## config.mk

```make
export PLATFORM = sky130hd
export DESIGN_NAME = pgs_power_good_bank
export DESIGN_NICKNAME = d
export VERILOG_FILES = /design/src/hw/pgs_pkg.sv /design/src/hw/pgs_misc_reg.sv /design/src/hw/pgs_power_good_bank.sv
export SDC_FILE = /design/constraint.sdc
export NUM_CORES = 1
export LEC_CHECK = 0
export ABC_AREA = 1
export BUFFER_PORTS_ARGS = -buffer_cell sky130_fd_sc_hd__buf_2
export CORE_MARGIN = 2
export CORE_UTILIZATION = 52
export DETAILED_ROUTE_END_ITERATION = 10
export GPL_TIMING_DRIVEN = 0
export PLACE_DENSITY_LB_ADDON = 0.3
export SLEW_MARGIN = 20
export SYNTH_ARGS = -nofsm -noshare
export SYNTH_HDL_FRONTEND = slang
export SYNTH_HIERARCHICAL = 1
export SYNTH_SLANG_ARGS = --single-unit
export TNS_END_PERCENT = 30
```

## constraint.sdc

```tcl
create_clock -name sys_clk_in -period 1.31 [get_ports sys_clk_in]
set_input_delay 0.0655 -clock sys_clk_in [delete_from_list [all_inputs] [get_ports sys_clk_in]]
set_output_delay 0.0655 -clock sys_clk_in [all_outputs]
set_load 0.01 [all_outputs]
```

## src/hw/pgs_pkg.sv

```systemverilog
// package: register map, field positions and reset values of the power-good status bank
package pgs_pkg;
  // ------------------------------------------------------------
  // register offsets on the serial register port
  // ------------------------------------------------------------
  localparam logic [7:0] ADDR_STATUS_A = 8'hE7;
  localparam logic [7:0] ADDR_STATUS_B = 8'hE8;
  localparam logic [7:0] ADDR_MISC = 8'hE9;
  // ------------------------------------------------------------
  // reset values
  // ------------------------------------------------------------
  localparam logic [7:0] RST_STATUS_A = 8'h00;
  localparam logic [7:0] RST_STATUS_B = 8'h00;
  localparam logic [7:0] RST_MISC = 8'h02;
  localparam logic [2:0] STATUS_B_RSVD_READ = 3'h7;
  // ------------------------------------------------------------
  // misc control field positions
  // ------------------------------------------------------------
  localparam int BIT_TERM_OVR = 7;
  localparam int BIT_TERM_MASK = 6;
  localparam int BIT_CHIP_OVR = 5;
  localparam int BIT_CHIP_MASK = 4;
  localparam int BIT_DEEP_MASK = 3;
  localparam int BIT_SUSP_MASK = 2;
  localparam int BIT_ADAPTER_ROUTE = 1;
  localparam int BIT_TERM_DISCHARGE = 0;
  localparam int STATUS_B_LIVE_BITS = 5;
  // discharge resistance in ohms, carried for reference by the analog side
  localparam int DISCHARGE_OHMS = 100;
  // ------------------------------------------------------------
  // register port access states
  // ------------------------------------------------------------
  typedef enum logic [1:0] {
    PGS_IDLE,
    PGS_WRITE,
    PGS_READ
  } pgs_access_t;
endpackage

```

## src/hw/pgs_misc_reg.sv

```systemverilog
// module: the read-write miscellaneous control register
`timescale 1ns/1ns
module pgs_misc_reg (
  // clock and reset
  input wire logic sys_clk_in,
  input wire logic reset_n_in,
  input wire logic clk_en_in,
  // write side
  input wire logic wr_en_in,
  input wire logic [7:0] wr_data_in,
  // stored value
  output logic [7:0] value_out
);
  // ------------------------------------------------------------
  // storage
  // ------------------------------------------------------------
  always_ff @(posedge sys_clk_in or negedge reset_n_in) begin
    if (!reset_n_in) begin
      value_out <= pgs_pkg::RST_MISC; // RQ4
    end else if (clk_en_in && wr_en_in) begin
      value_out <= wr_data_in; // RQ4
    end
  end
endmodule

```

## src/hw/pgs_power_good_bank.sv

```systemverilog
// module: power-good status registers and miscellaneous enable and routing control
// Operation
// RQ1: status a at E7 reads eight live rail good bits, reset zero.
// RQ2: status b at E8 bits 4..0 report rail and sequence good, reset zero.
// RQ3: status b bits 7..5 always read as ones.
// RQ4: misc control at E9 is read-write, resets to 02.
// RQ5: with termination mask set, bit 7 turns termination rail on or off.
// RQ6: bit 6 clear lets termination pin control rail; set uses override bit.
// RQ7: bit 5 forces switched 3.3 V rail on while pin mask is zero.
// RQ8: bit 4 set ignores regulator enable pin, uses register control bit.
// RQ9: bit 3 set masks deep-sleep input to constant one in good tree.
// RQ10: bit 2 set masks suspend input to constant one in good tree.
// RQ11: bit 1 set routes adapter-present copy onto level shifter output.
// RQ12: bit 1 clear makes level shifter output follow its own input.
// RQ13: bit 0 set connects discharge resistance to termination rail.
// RQ14: status bits follow comparators live; writes to status are ignored.
`timescale 1ns/1ns
module pgs_power_good_bank (
  // clock, reset, clock enable
  input wire logic sys_clk_in,
  input wire logic reset_n_in,
  input wire logic clk_en_in,
  // register port from the serial interface
  input wire logic reg_wr_in,
  input wire logic reg_rd_in,
  input wire logic [7:0] reg_addr_in,
  input wire logic [7:0] reg_wdata_in,
  output logic [7:0] reg_rdata_out,
  output logic reg_rvalid_out,
  // comparator results
  input wire logic [7:0] rail_good_a_in,
  input wire logic [4:0] rail_good_b_in,
  // enable pins
  input wire logic termination_control_pin_in,
  input wire logic switched_3v3_enable_pin_in,
  input wire logic regulator_enable_pin_in,
  input wire logic rail_register_control_bit_in,
  // sleep inputs and level shifter
  input wire logic deep_sleep_input_in,
  input wire logic suspend_input_in,
  input wire logic level_shifter_input_in,
  input wire logic adapter_present_input_in,
  // outputs to rails and power-good tree
  output logic termination_rail_enable_out,
  output logic switched_3v3_rail_enable_out,
  output logic chipset_3v3_rail_enable_out,
  output logic deep_sleep_pg_term_out,
  output logic suspend_pg_term_out,
  output logic level_shifter_output_out,
  output logic termination_discharge_enable_out
);
  // ------------------------------------------------------------
  // live status and misc register
  // ------------------------------------------------------------
  logic [7:0] status_a;
  logic [7:0] status_b;
  logic [7:0] misc;
  logic misc_wr;
  logic [7:0] next_rdata;

  always_ff @(posedge sys_clk_in or negedge reset_n_in) begin
    if (!reset_n_in) begin
      status_a <= pgs_pkg::RST_STATUS_A; // RQ1
    end else if (clk_en_in) begin
      status_a <= rail_good_a_in; // RQ14
    end
  end

  // upper bits are held at zero in storage; the read path forces them high
  always_ff @(posedge sys_clk_in or negedge reset_n_in) begin
    if (!reset_n_in) begin
      status_b <= pgs_pkg::RST_STATUS_B; // RQ2
    end else if (clk_en_in) begin
      status_b <= {3'h0, rail_good_b_in}; // RQ14
    end
  end

  // only the control register address accepts writes; status writes drop
  assign misc_wr = reg_wr_in && (reg_addr_in == pgs_pkg::ADDR_MISC); // RQ14

  pgs_misc_reg u_misc (
    .sys_clk_in(sys_clk_in),
    .reset_n_in(reset_n_in),
    .clk_en_in(clk_en_in),
    .wr_en_in(misc_wr),
    .wr_data_in(reg_wdata_in),
    .value_out(misc)
  );

  // ------------------------------------------------------------
  // read path
  // ------------------------------------------------------------
  always_comb begin
    case (reg_addr_in)
      pgs_pkg::ADDR_STATUS_A: next_rdata = status_a; // RQ1
      pgs_pkg::ADDR_STATUS_B: next_rdata = {pgs_pkg::STATUS_B_RSVD_READ, status_b[4:0]}; // RQ3
      pgs_pkg::ADDR_MISC: next_rdata = misc; // RQ4
      default: next_rdata = 8'h00;
    endcase
  end

  always_ff @(posedge sys_clk_in or negedge reset_n_in) begin
    if (!reset_n_in) begin
      reg_rdata_out <= 8'h00;
      reg_rvalid_out <= 1'b0;
    end else if (clk_en_in) begin
      reg_rvalid_out <= reg_rd_in;
      if (reg_rd_in) begin
        reg_rdata_out <= next_rdata;
      end
    end
  end

  // ------------------------------------------------------------
  // enable routing
  // ------------------------------------------------------------
  always_comb begin
    if (misc[pgs_pkg::BIT_TERM_MASK]) begin
      termination_rail_enable_out = misc[pgs_pkg::BIT_TERM_OVR]; // RQ5
    end else begin
      termination_rail_enable_out = termination_control_pin_in; // RQ6
    end
  end

  // force-on only applies while the regulator pin still rules the chipset rail
  assign switched_3v3_rail_enable_out = (misc[pgs_pkg::BIT_CHIP_OVR] && !misc[pgs_pkg::BIT_CHIP_MASK])
                                        || switched_3v3_enable_pin_in; // RQ7
  assign chipset_3v3_rail_enable_out = misc[pgs_pkg::BIT_CHIP_MASK] ? rail_register_control_bit_in
                                       : regulator_enable_pin_in; // RQ8
  assign deep_sleep_pg_term_out = misc[pgs_pkg::BIT_DEEP_MASK] | deep_sleep_input_in; // RQ9
  assign suspend_pg_term_out = misc[pgs_pkg::BIT_SUSP_MASK] | suspend_input_in; // RQ10
  assign level_shifter_output_out = misc[pgs_pkg::BIT_ADAPTER_ROUTE] ? adapter_present_input_in // RQ11
                                    : level_shifter_input_in; // RQ12
  assign termination_discharge_enable_out = misc[pgs_pkg::BIT_TERM_DISCHARGE]; // RQ13

  // ------------------------------------------------------------
  // assertions
  // ------------------------------------------------------------
  property p_status_a_live;
    @(posedge sys_clk_in) disable iff (!reset_n_in)
    clk_en_in |=> status_a == $past(rail_good_a_in);
  endproperty
  a_status_a_live: assert property (p_status_a_live) else $error("status a not live"); // RQ1

  property p_status_b_read;
    @(posedge sys_clk_in) disable iff (!reset_n_in)
    clk_en_in && reg_rd_in && reg_addr_in == pgs_pkg::ADDR_STATUS_B
      |=> reg_rvalid_out && reg_rdata_out[7:5] == 3'h7 && reg_rdata_out[4:0] == $past(status_b[4:0]);
  endproperty
  a_status_b_read: assert property (p_status_b_read) else $error("status b read wrong"); // RQ3

  property p_misc_write;
    @(posedge sys_clk_in) disable iff (!reset_n_in)
    clk_en_in && misc_wr |=> misc == $past(reg_wdata_in);
  endproperty
  a_misc_write: assert property (p_misc_write) else $error("misc write lost"); // RQ4

  property p_status_write_ignored;
    @(posedge sys_clk_in) disable iff (!reset_n_in)
    reg_wr_in && reg_addr_in != pgs_pkg::ADDR_MISC |=> $stable(misc);
  endproperty
  a_status_write_ignored: assert property (p_status_write_ignored) else $error("stray write"); // RQ14

  property p_term_override;
    @(posedge sys_clk_in) disable iff (!reset_n_in)
    misc[pgs_pkg::BIT_TERM_MASK] |-> termination_rail_enable_out == misc[pgs_pkg::BIT_TERM_OVR];
  endproperty
  a_term_override: assert property (p_term_override) else $error("termination override"); // RQ5

  property p_term_pin;
    @(posedge sys_clk_in) disable iff (!reset_n_in)
    !misc[pgs_pkg::BIT_TERM_MASK] |-> termination_rail_enable_out == termination_control_pin_in;
  endproperty
  a_term_pin: assert property (p_term_pin) else $error("termination pin"); // RQ6

  property p_force_on;
    @(posedge sys_clk_in) disable iff (!reset_n_in)
    misc[pgs_pkg::BIT_CHIP_OVR] && !misc[pgs_pkg::BIT_CHIP_MASK] |-> switched_3v3_rail_enable_out;
  endproperty
  a_force_on: assert property (p_force_on) else $error("force on"); // RQ7

  property p_reg_ctl;
    @(posedge sys_clk_in) disable iff (!reset_n_in)
    misc[pgs_pkg::BIT_CHIP_MASK] |-> chipset_3v3_rail_enable_out == rail_register_control_bit_in;
  endproperty
  a_reg_ctl: assert property (p_reg_ctl) else $error("register control"); // RQ8

  property p_masks;
    @(posedge sys_clk_in) disable iff (!reset_n_in)
    (misc[pgs_pkg::BIT_DEEP_MASK] |-> deep_sleep_pg_term_out) and (misc[pgs_pkg::BIT_SUSP_MASK] |-> suspend_pg_term_out);
  endproperty
  a_masks: assert property (p_masks) else $error("sleep mask"); // RQ9 RQ10

  property p_shifter;
    @(posedge sys_clk_in) disable iff (!reset_n_in)
    level_shifter_output_out == (misc[pgs_pkg::BIT_ADAPTER_ROUTE] ? adapter_present_input_in : level_shifter_input_in);
  endproperty
  a_shifter: assert property (p_shifter) else $error("level shifter"); // RQ11 RQ12

  property p_discharge;
    @(posedge sys_clk_in) disable iff (!reset_n_in)
    termination_discharge_enable_out == misc[pgs_pkg::BIT_TERM_DISCHARGE];
  endproperty
  a_discharge: assert property (p_discharge) else $error("discharge"); // RQ13

  property p_status_b_live;
    @(posedge sys_clk_in) disable iff (!reset_n_in)
    clk_en_in |=> status_b[4:0] == $past(rail_good_b_in);
  endproperty
  a_status_b_live: assert property (p_status_b_live) else $error("status b not live"); // RQ2

  property p_status_a_read;
    @(posedge sys_clk_in) disable iff (!reset_n_in)
    clk_en_in && reg_rd_in && reg_addr_in == pgs_pkg::ADDR_STATUS_A |=> reg_rvalid_out && reg_rdata_out == $past(status_a);
  endproperty
  a_status_a_read: assert property (p_status_a_read) else $error("status a read wrong"); // RQ1

  // a read in the same cycle as a write must still return the old value
  property p_misc_read;
    @(posedge sys_clk_in) disable iff (!reset_n_in)
    clk_en_in && reg_rd_in && reg_addr_in == pgs_pkg::ADDR_MISC |=> reg_rvalid_out && reg_rdata_out == $past(misc);
  endproperty
  a_misc_read: assert property (p_misc_read) else $error("misc read wrong"); // RQ4

  property p_other_read;
    @(posedge sys_clk_in) disable iff (!reset_n_in)
    clk_en_in && reg_rd_in && reg_addr_in != pgs_pkg::ADDR_STATUS_A && reg_addr_in != pgs_pkg::ADDR_STATUS_B
      && reg_addr_in != pgs_pkg::ADDR_MISC |=> reg_rdata_out == 8'h00;
  endproperty
  a_other_read: assert property (p_other_read) else $error("unmapped read not zero"); // RQ14

  property p_rvalid_idle;
    @(posedge sys_clk_in) disable iff (!reset_n_in)
    clk_en_in && !reg_rd_in |=> !reg_rvalid_out;
  endproperty
  a_rvalid_idle: assert property (p_rvalid_idle) else $error("read answer without read"); // RQ1

  property p_rdata_hold;
    @(posedge sys_clk_in) disable iff (!reset_n_in)
    clk_en_in && !reg_rd_in |=> $stable(reg_rdata_out);
  endproperty
  a_rdata_hold: assert property (p_rdata_hold) else $error("read data moved"); // RQ1

  property p_misc_hold;
    @(posedge sys_clk_in) disable iff (!reset_n_in)
    clk_en_in && !misc_wr |=> $stable(misc);
  endproperty
  a_misc_hold: assert property (p_misc_hold) else $error("misc changed without write"); // RQ4

  property p_status_a_write_ignored;
    @(posedge sys_clk_in) disable iff (!reset_n_in)
    clk_en_in && reg_wr_in && reg_addr_in == pgs_pkg::ADDR_STATUS_A
      |=> status_a == $past(rail_good_a_in);
  endproperty
  a_status_a_write_ignored: assert property (p_status_a_write_ignored) else $error("status a written"); // RQ14

  property p_status_b_write_ignored;
    @(posedge sys_clk_in) disable iff (!reset_n_in)
    clk_en_in && reg_wr_in && reg_addr_in == pgs_pkg::ADDR_STATUS_B
      |=> status_b[4:0] == $past(rail_good_b_in);
  endproperty
  a_status_b_write_ignored: assert property (p_status_b_write_ignored) else $error("status b written"); // RQ14

  // a low clock enable must hold every register, read answer included
  property p_frozen;
    @(posedge sys_clk_in) disable iff (!reset_n_in)
    !clk_en_in |=> $stable(status_a) && $stable(status_b) && $stable(misc) && $stable(reg_rdata_out)
      && $stable(reg_rvalid_out);
  endproperty
  a_frozen: assert property (p_frozen) else $error("state moved while frozen"); // RQ14

  property p_switched_pin;
    @(posedge sys_clk_in) disable iff (!reset_n_in)
    !misc[pgs_pkg::BIT_CHIP_OVR] |-> switched_3v3_rail_enable_out == switched_3v3_enable_pin_in;
  endproperty
  a_switched_pin: assert property (p_switched_pin) else $error("switched rail pin"); // RQ7

  property p_chip_pin;
    @(posedge sys_clk_in) disable iff (!reset_n_in)
    !misc[pgs_pkg::BIT_CHIP_MASK] |-> chipset_3v3_rail_enable_out == regulator_enable_pin_in;
  endproperty
  a_chip_pin: assert property (p_chip_pin) else $error("regulator pin"); // RQ8

  property p_deep_follow;
    @(posedge sys_clk_in) disable iff (!reset_n_in)
    !misc[pgs_pkg::BIT_DEEP_MASK] |-> deep_sleep_pg_term_out == deep_sleep_input_in;
  endproperty
  a_deep_follow: assert property (p_deep_follow) else $error("deep sleep term"); // RQ9

  property p_susp_follow;
    @(posedge sys_clk_in) disable iff (!reset_n_in)
    !misc[pgs_pkg::BIT_SUSP_MASK] |-> suspend_pg_term_out == suspend_input_in;
  endproperty
  a_susp_follow: assert property (p_susp_follow) else $error("suspend term"); // RQ10

  property p_discharge_off_term;
    @(posedge sys_clk_in) disable iff (!reset_n_in)
    !misc[pgs_pkg::BIT_TERM_DISCHARGE] |-> !termination_discharge_enable_out;
  endproperty
  a_discharge_off_term: assert property (p_discharge_off_term) else $error("discharge without bit"); // RQ13

  // ------------------------------------------------------------
  // cover points
  // ------------------------------------------------------------
  c_misc_write: cover property (@(posedge sys_clk_in) clk_en_in && misc_wr);
  c_read_b: cover property (@(posedge sys_clk_in) clk_en_in && reg_rd_in && reg_addr_in == pgs_pkg::ADDR_STATUS_B);
  c_route_off: cover property (@(posedge sys_clk_in) !misc[pgs_pkg::BIT_ADAPTER_ROUTE]);
  c_frozen_write: cover property (@(posedge sys_clk_in) !clk_en_in && reg_wr_in);
  c_term_forced: cover property (@(posedge sys_clk_in) misc[pgs_pkg::BIT_TERM_MASK] && misc[pgs_pkg::BIT_TERM_OVR]);
endmodule

```

==> results.yml, run 1 <==
status:
  status: "finished with violations"
  violations: "setup timing"
logic_synthesis:
  yosysTopAreaCellShare_pct: 48.4
  synth.largest_area_cell: "dfrtp_1"
  synth_cell_types: 17
  synth_cells: 156
  syn_nets: 198
  avgSynthCellArea_um2: 9.61
  yosys_warnings: 6
  ys_ff_latch: 30
  netlist_area_um2: 1500
  ys_top_cells_by_area: "dfrtp_1, nand3_1, nand2_1"
  synthXorXnorAreaFrac_pct: 0
  ys_seq_area_share_pct: 50.2
  synthMuxAreaShare_pct: 12.0
  synth-simple-area-share_pct: 30.9
  synth-adder-area-share_pct: 0
  synth_top_family_by_area: "simple AND/OR/NAND/NOR gates"
  synth-compound-area-share_pct: 0.835
cts:
  cts_tree: "yes"
  post_cts_buffers: 0
  numCtsBuffers: 5
  clkSinkCount: 30
  max-clock-path-buffers: 2
  cts_root_buffer: "clkbuf_4"
  clock_latency_ns: 0.33
  htree_levels: 2
  clk_pin_slew_ns: 0.09
sta:
  tightestPinTransition_ns: 0.663
  slew_headroom_pct: 55.8
  fin_worst_skew_ns: 0.00289
  rsz0062_at_grt: "yes"
  slew_viol_final: 0
  max_freq_ghz: 0.719
  hold_ws_ns: 0.0203
  hold_viol_final: 0
  finalCritPeriodShare_pct: 106
  setup_violations: 2
  setup_ws_ns: -0.0801
  fin_crit_ns: 1.39
worst_setup_path:
  worst-path-buf-inv: 1
  worstPathCellList: "mux2_4 > buf_6"
  worstPathArrival_ns: 1.32
  path_max_fanout: 3
  critPathRequiredTime_ns: 1.24
  crit_path_start_kind: "flop"
  cpMaxStageDelayCell: "dfstp_2"
  critPathMaxStageDelay_ns: 0.56
  r2r_slack_ns: 0.40
  critical_path_class: "reg -> out"
  critPathCaptureType: "primary output"
  crit_family: "flip-flops"
power_and_ir_drop:
  peakVddDrop_v: 0.000705
  leakagePower_uw: 0.00113
  p_total_uw: 1870
  cellPowerDensity_nw_per_um2: 876
finish:
  area_growth_pct: 42.7
  diodes: 0
  final_cell_mix: "buf_2, nand2_1, nand3_1, dfrtp_1, dlygate4sd3_1"
  drive_gt1_share_pct: 37.0
  final_common_cell: "buf_2"
  final_area_um2: 2140
  fin_nets: 284
routing:
  drtAntennaViolNets: 0
  wl_met1_um: 1530
  wl_met2_um: 2130
  wl_per_cell_um: 14.9
  vias_per_cell: 5.42
  drtPass1Iterations: 4
  vias: 1484
  drc: 0
  top_layer: "met4"
  routed-wl-met3_um: 283
  wirelength_um: 4080
  drt_iter0_drc: 78
die:
  die_y_um: 57.7
  coreArea_um2: 2760
  ios: 58
  rows: 19
  die_area_um2: 3330
  start_util_pct: 54.4
  die_w_um: 57.7
run:
  maxCapViolCount: 0
grt:
  grt_max_degree: 31
  antenna_found_initial: 0
  grt_pass1_vias: 1496
  grtUsageTotal_pct: 26.4
  grt_overflow: 0
  grt_pass1_wl_um: 6650
placed_design:
  gp_congestion: 0.821
  port_buffers: 56
  dp_slack_ns: 0.113
  place_area_um2: 1820
  place_hpwl_um: 2700
worst_hold_path:
  hp-class: "in -> reg"
cells by family after synthesis:
kind of cell,after synthesis
DFF,30
buffers and inverters,14
AOI/OAI and AO/OA,2
and+or+nand+nor,94
muxes,16
power by group:
part | leakage (µW) | internal (µW) | switching [µW]
registers | 0.000383 | 977 | 33.6
clock network | 0.0000353 | 259 | 311
logic | 0.000714 | 163 | 129
layout make-up:
type                    instances  area (µm²)
well taps                      31        38.8
clock inverters                 1        5.00
repair buffers                 79         529
clock buffers                   7        55.1
plain buffers                   6        61.3
multi-input cells             112         667
inverters                       8        30.0
flip-flops and latches         30         752
fillers                       186         619
synthesized netlist by cell type:
library cell / count
nand2_1: 45
nand3_1: 37
dfrtp_1: 29
mux2_1: 9
mux2_2: 7
inv_1: 6
buf_6: 5
nand2_2: 4
nor2_4: 4
inv_2: 2
or2_2: 2
and3_1: 1
buf_2: 1
dfstp_2: 1
nand2_8: 1
o21ai_0: 1
o21bai_1: 1
worst paths after layout:
check | start | to | cells past startpoint
min in group asynchronous | reset_n_in | status_a[2] | 2
worst max-delay path | u_misc/value_out[1] | level_shifter_output_out | 2
max in group asynchronous | reset_n_in | u_misc/value_out[7] | 2
worst min register to register | reg_rdata_out[3] | reg_rdata_out[3] | 2
worst min-delay path | clk_en_in | u_misc/value_out[6] | 3
worst max register to register | u_misc/value_out[1] | reg_rdata_out[1] | 4
per-layer routing:
| metal | GRT usage, % | up-vias |
|---|---|---|
| li1 | - | 692 |
| met5 | 0 | - |
| met3 | 6.47 | 15 |
| met1 | 30.9 | 703 |
| met2 | 45.5 | 74 |
| met4 | 12.3 | 0 |
registers in the layout, indices dropped and copies added, names as in the netlist:
register and count:
status_a 8, u_misc/value_out 8, reg_rvalid_out 1, reg_rdata_out 8, status_b 5
per-stage QoR:
step | instances | TNS, ns | util, %
finish | 274 | -0.116 | 77.5
global route | 274 | -0.236 | 77.5
CTS | 274 | -0.0907 | 77.0
detailed placement | 243 | 0 | 65.9
global placement | 243 | 0 | 65.9
floorplan | 156 | 0 | -
repair_timing:
action | in CTS | in global routing
hold buffers | 23 | 0
pin swaps | 0 | 0
gates resized for setup | 3 | 3
endpoints found under the setup margin | 2 | 4
endpoints found under the hold margin | 50 | 0
worst register-to-register path, cell delays in order, from the launching register on:
cell and delay (ns):
dfstp_2 0.56, nand3_1 0.09, nand3_1 0.10, nand2_1 0.06
nand2_1 0.05
Power figures use the tool's default switching activity.
==> run 2: changes to the inputs <==
--- a/config.mk
+++ b/config.mk
@@ -12,6 +12,7 @@
 export DETAILED_ROUTE_END_ITERATION = 10
 export GPL_TIMING_DRIVEN = 0
 export PLACE_DENSITY_LB_ADDON = 0.3
+export SETUP_SLACK_MARGIN = 0.5
 export SLEW_MARGIN = 20
 export SYNTH_ARGS = -nofsm -noshare
 export SYNTH_HDL_FRONTEND = slang
==> run 2 against run 1 <==
- the run still ends with setup timing left
- fmax is 2.5% lower
- worst setup slack worse by 0.035 ns
- clock power is 2% higher
- register-to-register slack worse by 0.25 ns
- power is 6.9% higher
- largest cell class is now buffers
- highest routed layer unchanged
==> results.yml, run 2 (synthesis results as in run 1) <==
finish:
  drive_gt1_share_pct: 55.9
  diodes: 0
  reg_top3: "reg_rdata_out: 8 flops, status_a: 8 flops, u_misc/value_out: 8 flops"
  final_area_um2: 2550
  final_common_cell: "buf_2"
  fin_nets: 306
  area_growth_pct: 70.1
  final_cells: 294
  final_cell_mix: "buf_2, nand2_1, dfrtp_1, nand3_1, dlygate4sd3_1"
cts:
  clk_pin_slew_ns: 0.10
  clkSinkCount: 30
  numCtsBuffers: 5
  cts_tree: "yes"
  clock_latency_ns: 0.34
  htree_levels: 2
  cts_root_buffer: "clkbuf_4"
  max-clock-path-buffers: 2
worst_setup_path:
  rr_endpoint: "reg_rdata_out[1]"
  path_max_fanout: 2
  worstPathCellList: "mux2_4 > buf_6"
  reg2reg_from: "u_misc/value_out[1]"
  critPathRequiredTime_ns: 1.24
  crit_family: "flip-flops"
  critPathMaxStageDelay_ns: 0.58
  critical_path_class: "reg -> out"
  worst-path-buf-inv: 1
  r2r_cells: 6
  crit_path_start_kind: "flop"
  cpMaxStageDelayCell: "dfstp_2"
  r2r_slack_ns: 0.15
  critPathCaptureType: "primary output"
  worstPathArrival_ns: 1.36
  cp-startpoint: "u_misc/value_out[1]"
sta:
  rsz0062_at_grt: "yes"
  tns_ns: -0.115
  hold_viol_final: 0
  setup_ws_ns: -0.115
  finalCritPeriodShare_pct: 109
  slew_viol_final: 0
  max_freq_ghz: 0.702
  fin_worst_skew_ns: 0.00900
  setup_violations: 1
  tightestPinTransition_ns: 0.421
  slew_headroom_pct: 72.0
  fin_crit_ns: 1.43
power_and_ir_drop:
  p_clk_share_pct: 29.2
  cellInternalPower_uw: 1430
  pwr-share-seq_pct: 50.9
  p_comb_share_pct: 19.9
  p_sw_uw: 570
  peakVddDrop_v: 0.000989
  p_sw_share_pct: 28.4
  leakagePower_uw: 0.00136
  p_total_uw: 2000
  cellPowerDensity_nw_per_um2: 786
worst_hold_path:
  min_from: "clk_en_in"
  hp-class: "in -> reg"
  hold_end: "status_a[7]"
  hold_path_depth: 2
die:
  die_w_um: 57.7
  ios: 58
  die_area_um2: 3330
  start_util_pct: 54.4
  coreArea_um2: 2760
  rows: 19
  die_y_um: 57.7
routing:
  drt_iter0_drc: 142
  drtAntennaViolNets: 0
  drc: 0
  drtPass1Iterations: 5
  wirelength_um: 6510
  wl_per_cell_um: 22.1
  vias: 1812
  vias_per_cell: 6.16
grt:
  grt_max_degree: 31
  grt_pass1_vias: 1561
  grt_overflow: 0
  grtUsageTotal_pct: 28.1
  grt_pass1_wl_um: 7000
  antenna_found_initial: 0
placed_design:
  dp.cells: 243
  gp_congestion: 0.804
  dp_slack_ns: 0.0553
  place_hpwl_um: 2500
  place_area_um2: 1850
  port_buffers: 56
status:
  violations: "setup timing"
  status: "finished with violations"
run:
  maxCapViolCount: 0
## run 2: changes by cell type in the layout (fill, tap and decap cells not counted), moves of 3 or more
cell / previous run / this run
mux2_1: 9 / 6
nand2_2: 4 / 16
buf_4: 0 / 11
nand2_4: 0 / 3
buf_6: 8 / 19
buf_2: 54 / 50
mux2_4: 3 / 6
nand3_2: 0 / 14
nand3_1: 37 / 22
nand2_1: 45 / 30
## run 2: stage by stage
step | utilization [%] | hold WS [ns]
floorplan | - | -0.230
global placement | 66.9 | 0.117
detailed placement | 66.9 | 0.125
CTS | 84.1 | 0.0855
global route | 92.5 | 0.113
finish | 92.5 | 0.101
## run 2: power groups by stage
stage / registers, µW / clock network (µW) / logic (µW)
2_1_floorplan: 1020 / 0 / 122
3_3_place_gp: 1020 / 0 / 225
3_5_place_dp: 1020 / 0 / 236
4_1_cts: 1010 / 535 / 326
5_1_grt: 1020 / 611 / 419
6_report: 1020 / 585 / 398
## run 2: layout make-up
cell class / instances / area [µm²]
plain buffers: 6 / 65.1
inverters: 8 / 42.5
well taps: 31 / 38.8
flip-flops and latches: 30 / 752
clock buffers: 6 / 51.3
repair buffers: 101 / 777
multi-input cells: 112 / 823
fillers: 107 / 208
## run 2: worst max path at each step
stage / end / slack, ns / cells after the start
CTS: level_shifter_output_out / -0.07 / 2
finish: level_shifter_output_out / -0.12 / 2
global route: level_shifter_output_out / -0.13 / 2
detailed placement: u_misc/value_out[4] / 0.06 / 10
global placement: u_misc/value_out[4] / 0.1 / 10
floorplan: u_misc/value_out[0] / 0.35 / 9
## run 2: timing repair
action | in CTS | in global routing
pin swaps | 20 | 19
endpoints found under the setup margin | 27 | 64
hold endpoints to repair | 50 | 0
hold buffers | 23 | 0
buffers inserted | 7 | 14
gates resized for setup | 35 | 27
cloned | 0 | 1
## run 2: per-layer routing
metal,vias to the layer above,track usage (%),routed length (µm)
met5,-,0,0
met4,0,11.0,520
met3,59,7.37,625
met2,169,50.3,3120
met1,858,31.8,2240
li1,726,-,-
## run 2: worst reg2reg max path, stage by stage (launching register included)
cell     delay (ns)
dfstp_2        0.58
buf_4          0.13
buf_6          0.11
nand3_2        0.08
nand3_2        0.07
nand2_1        0.06
nand2_1        0.07
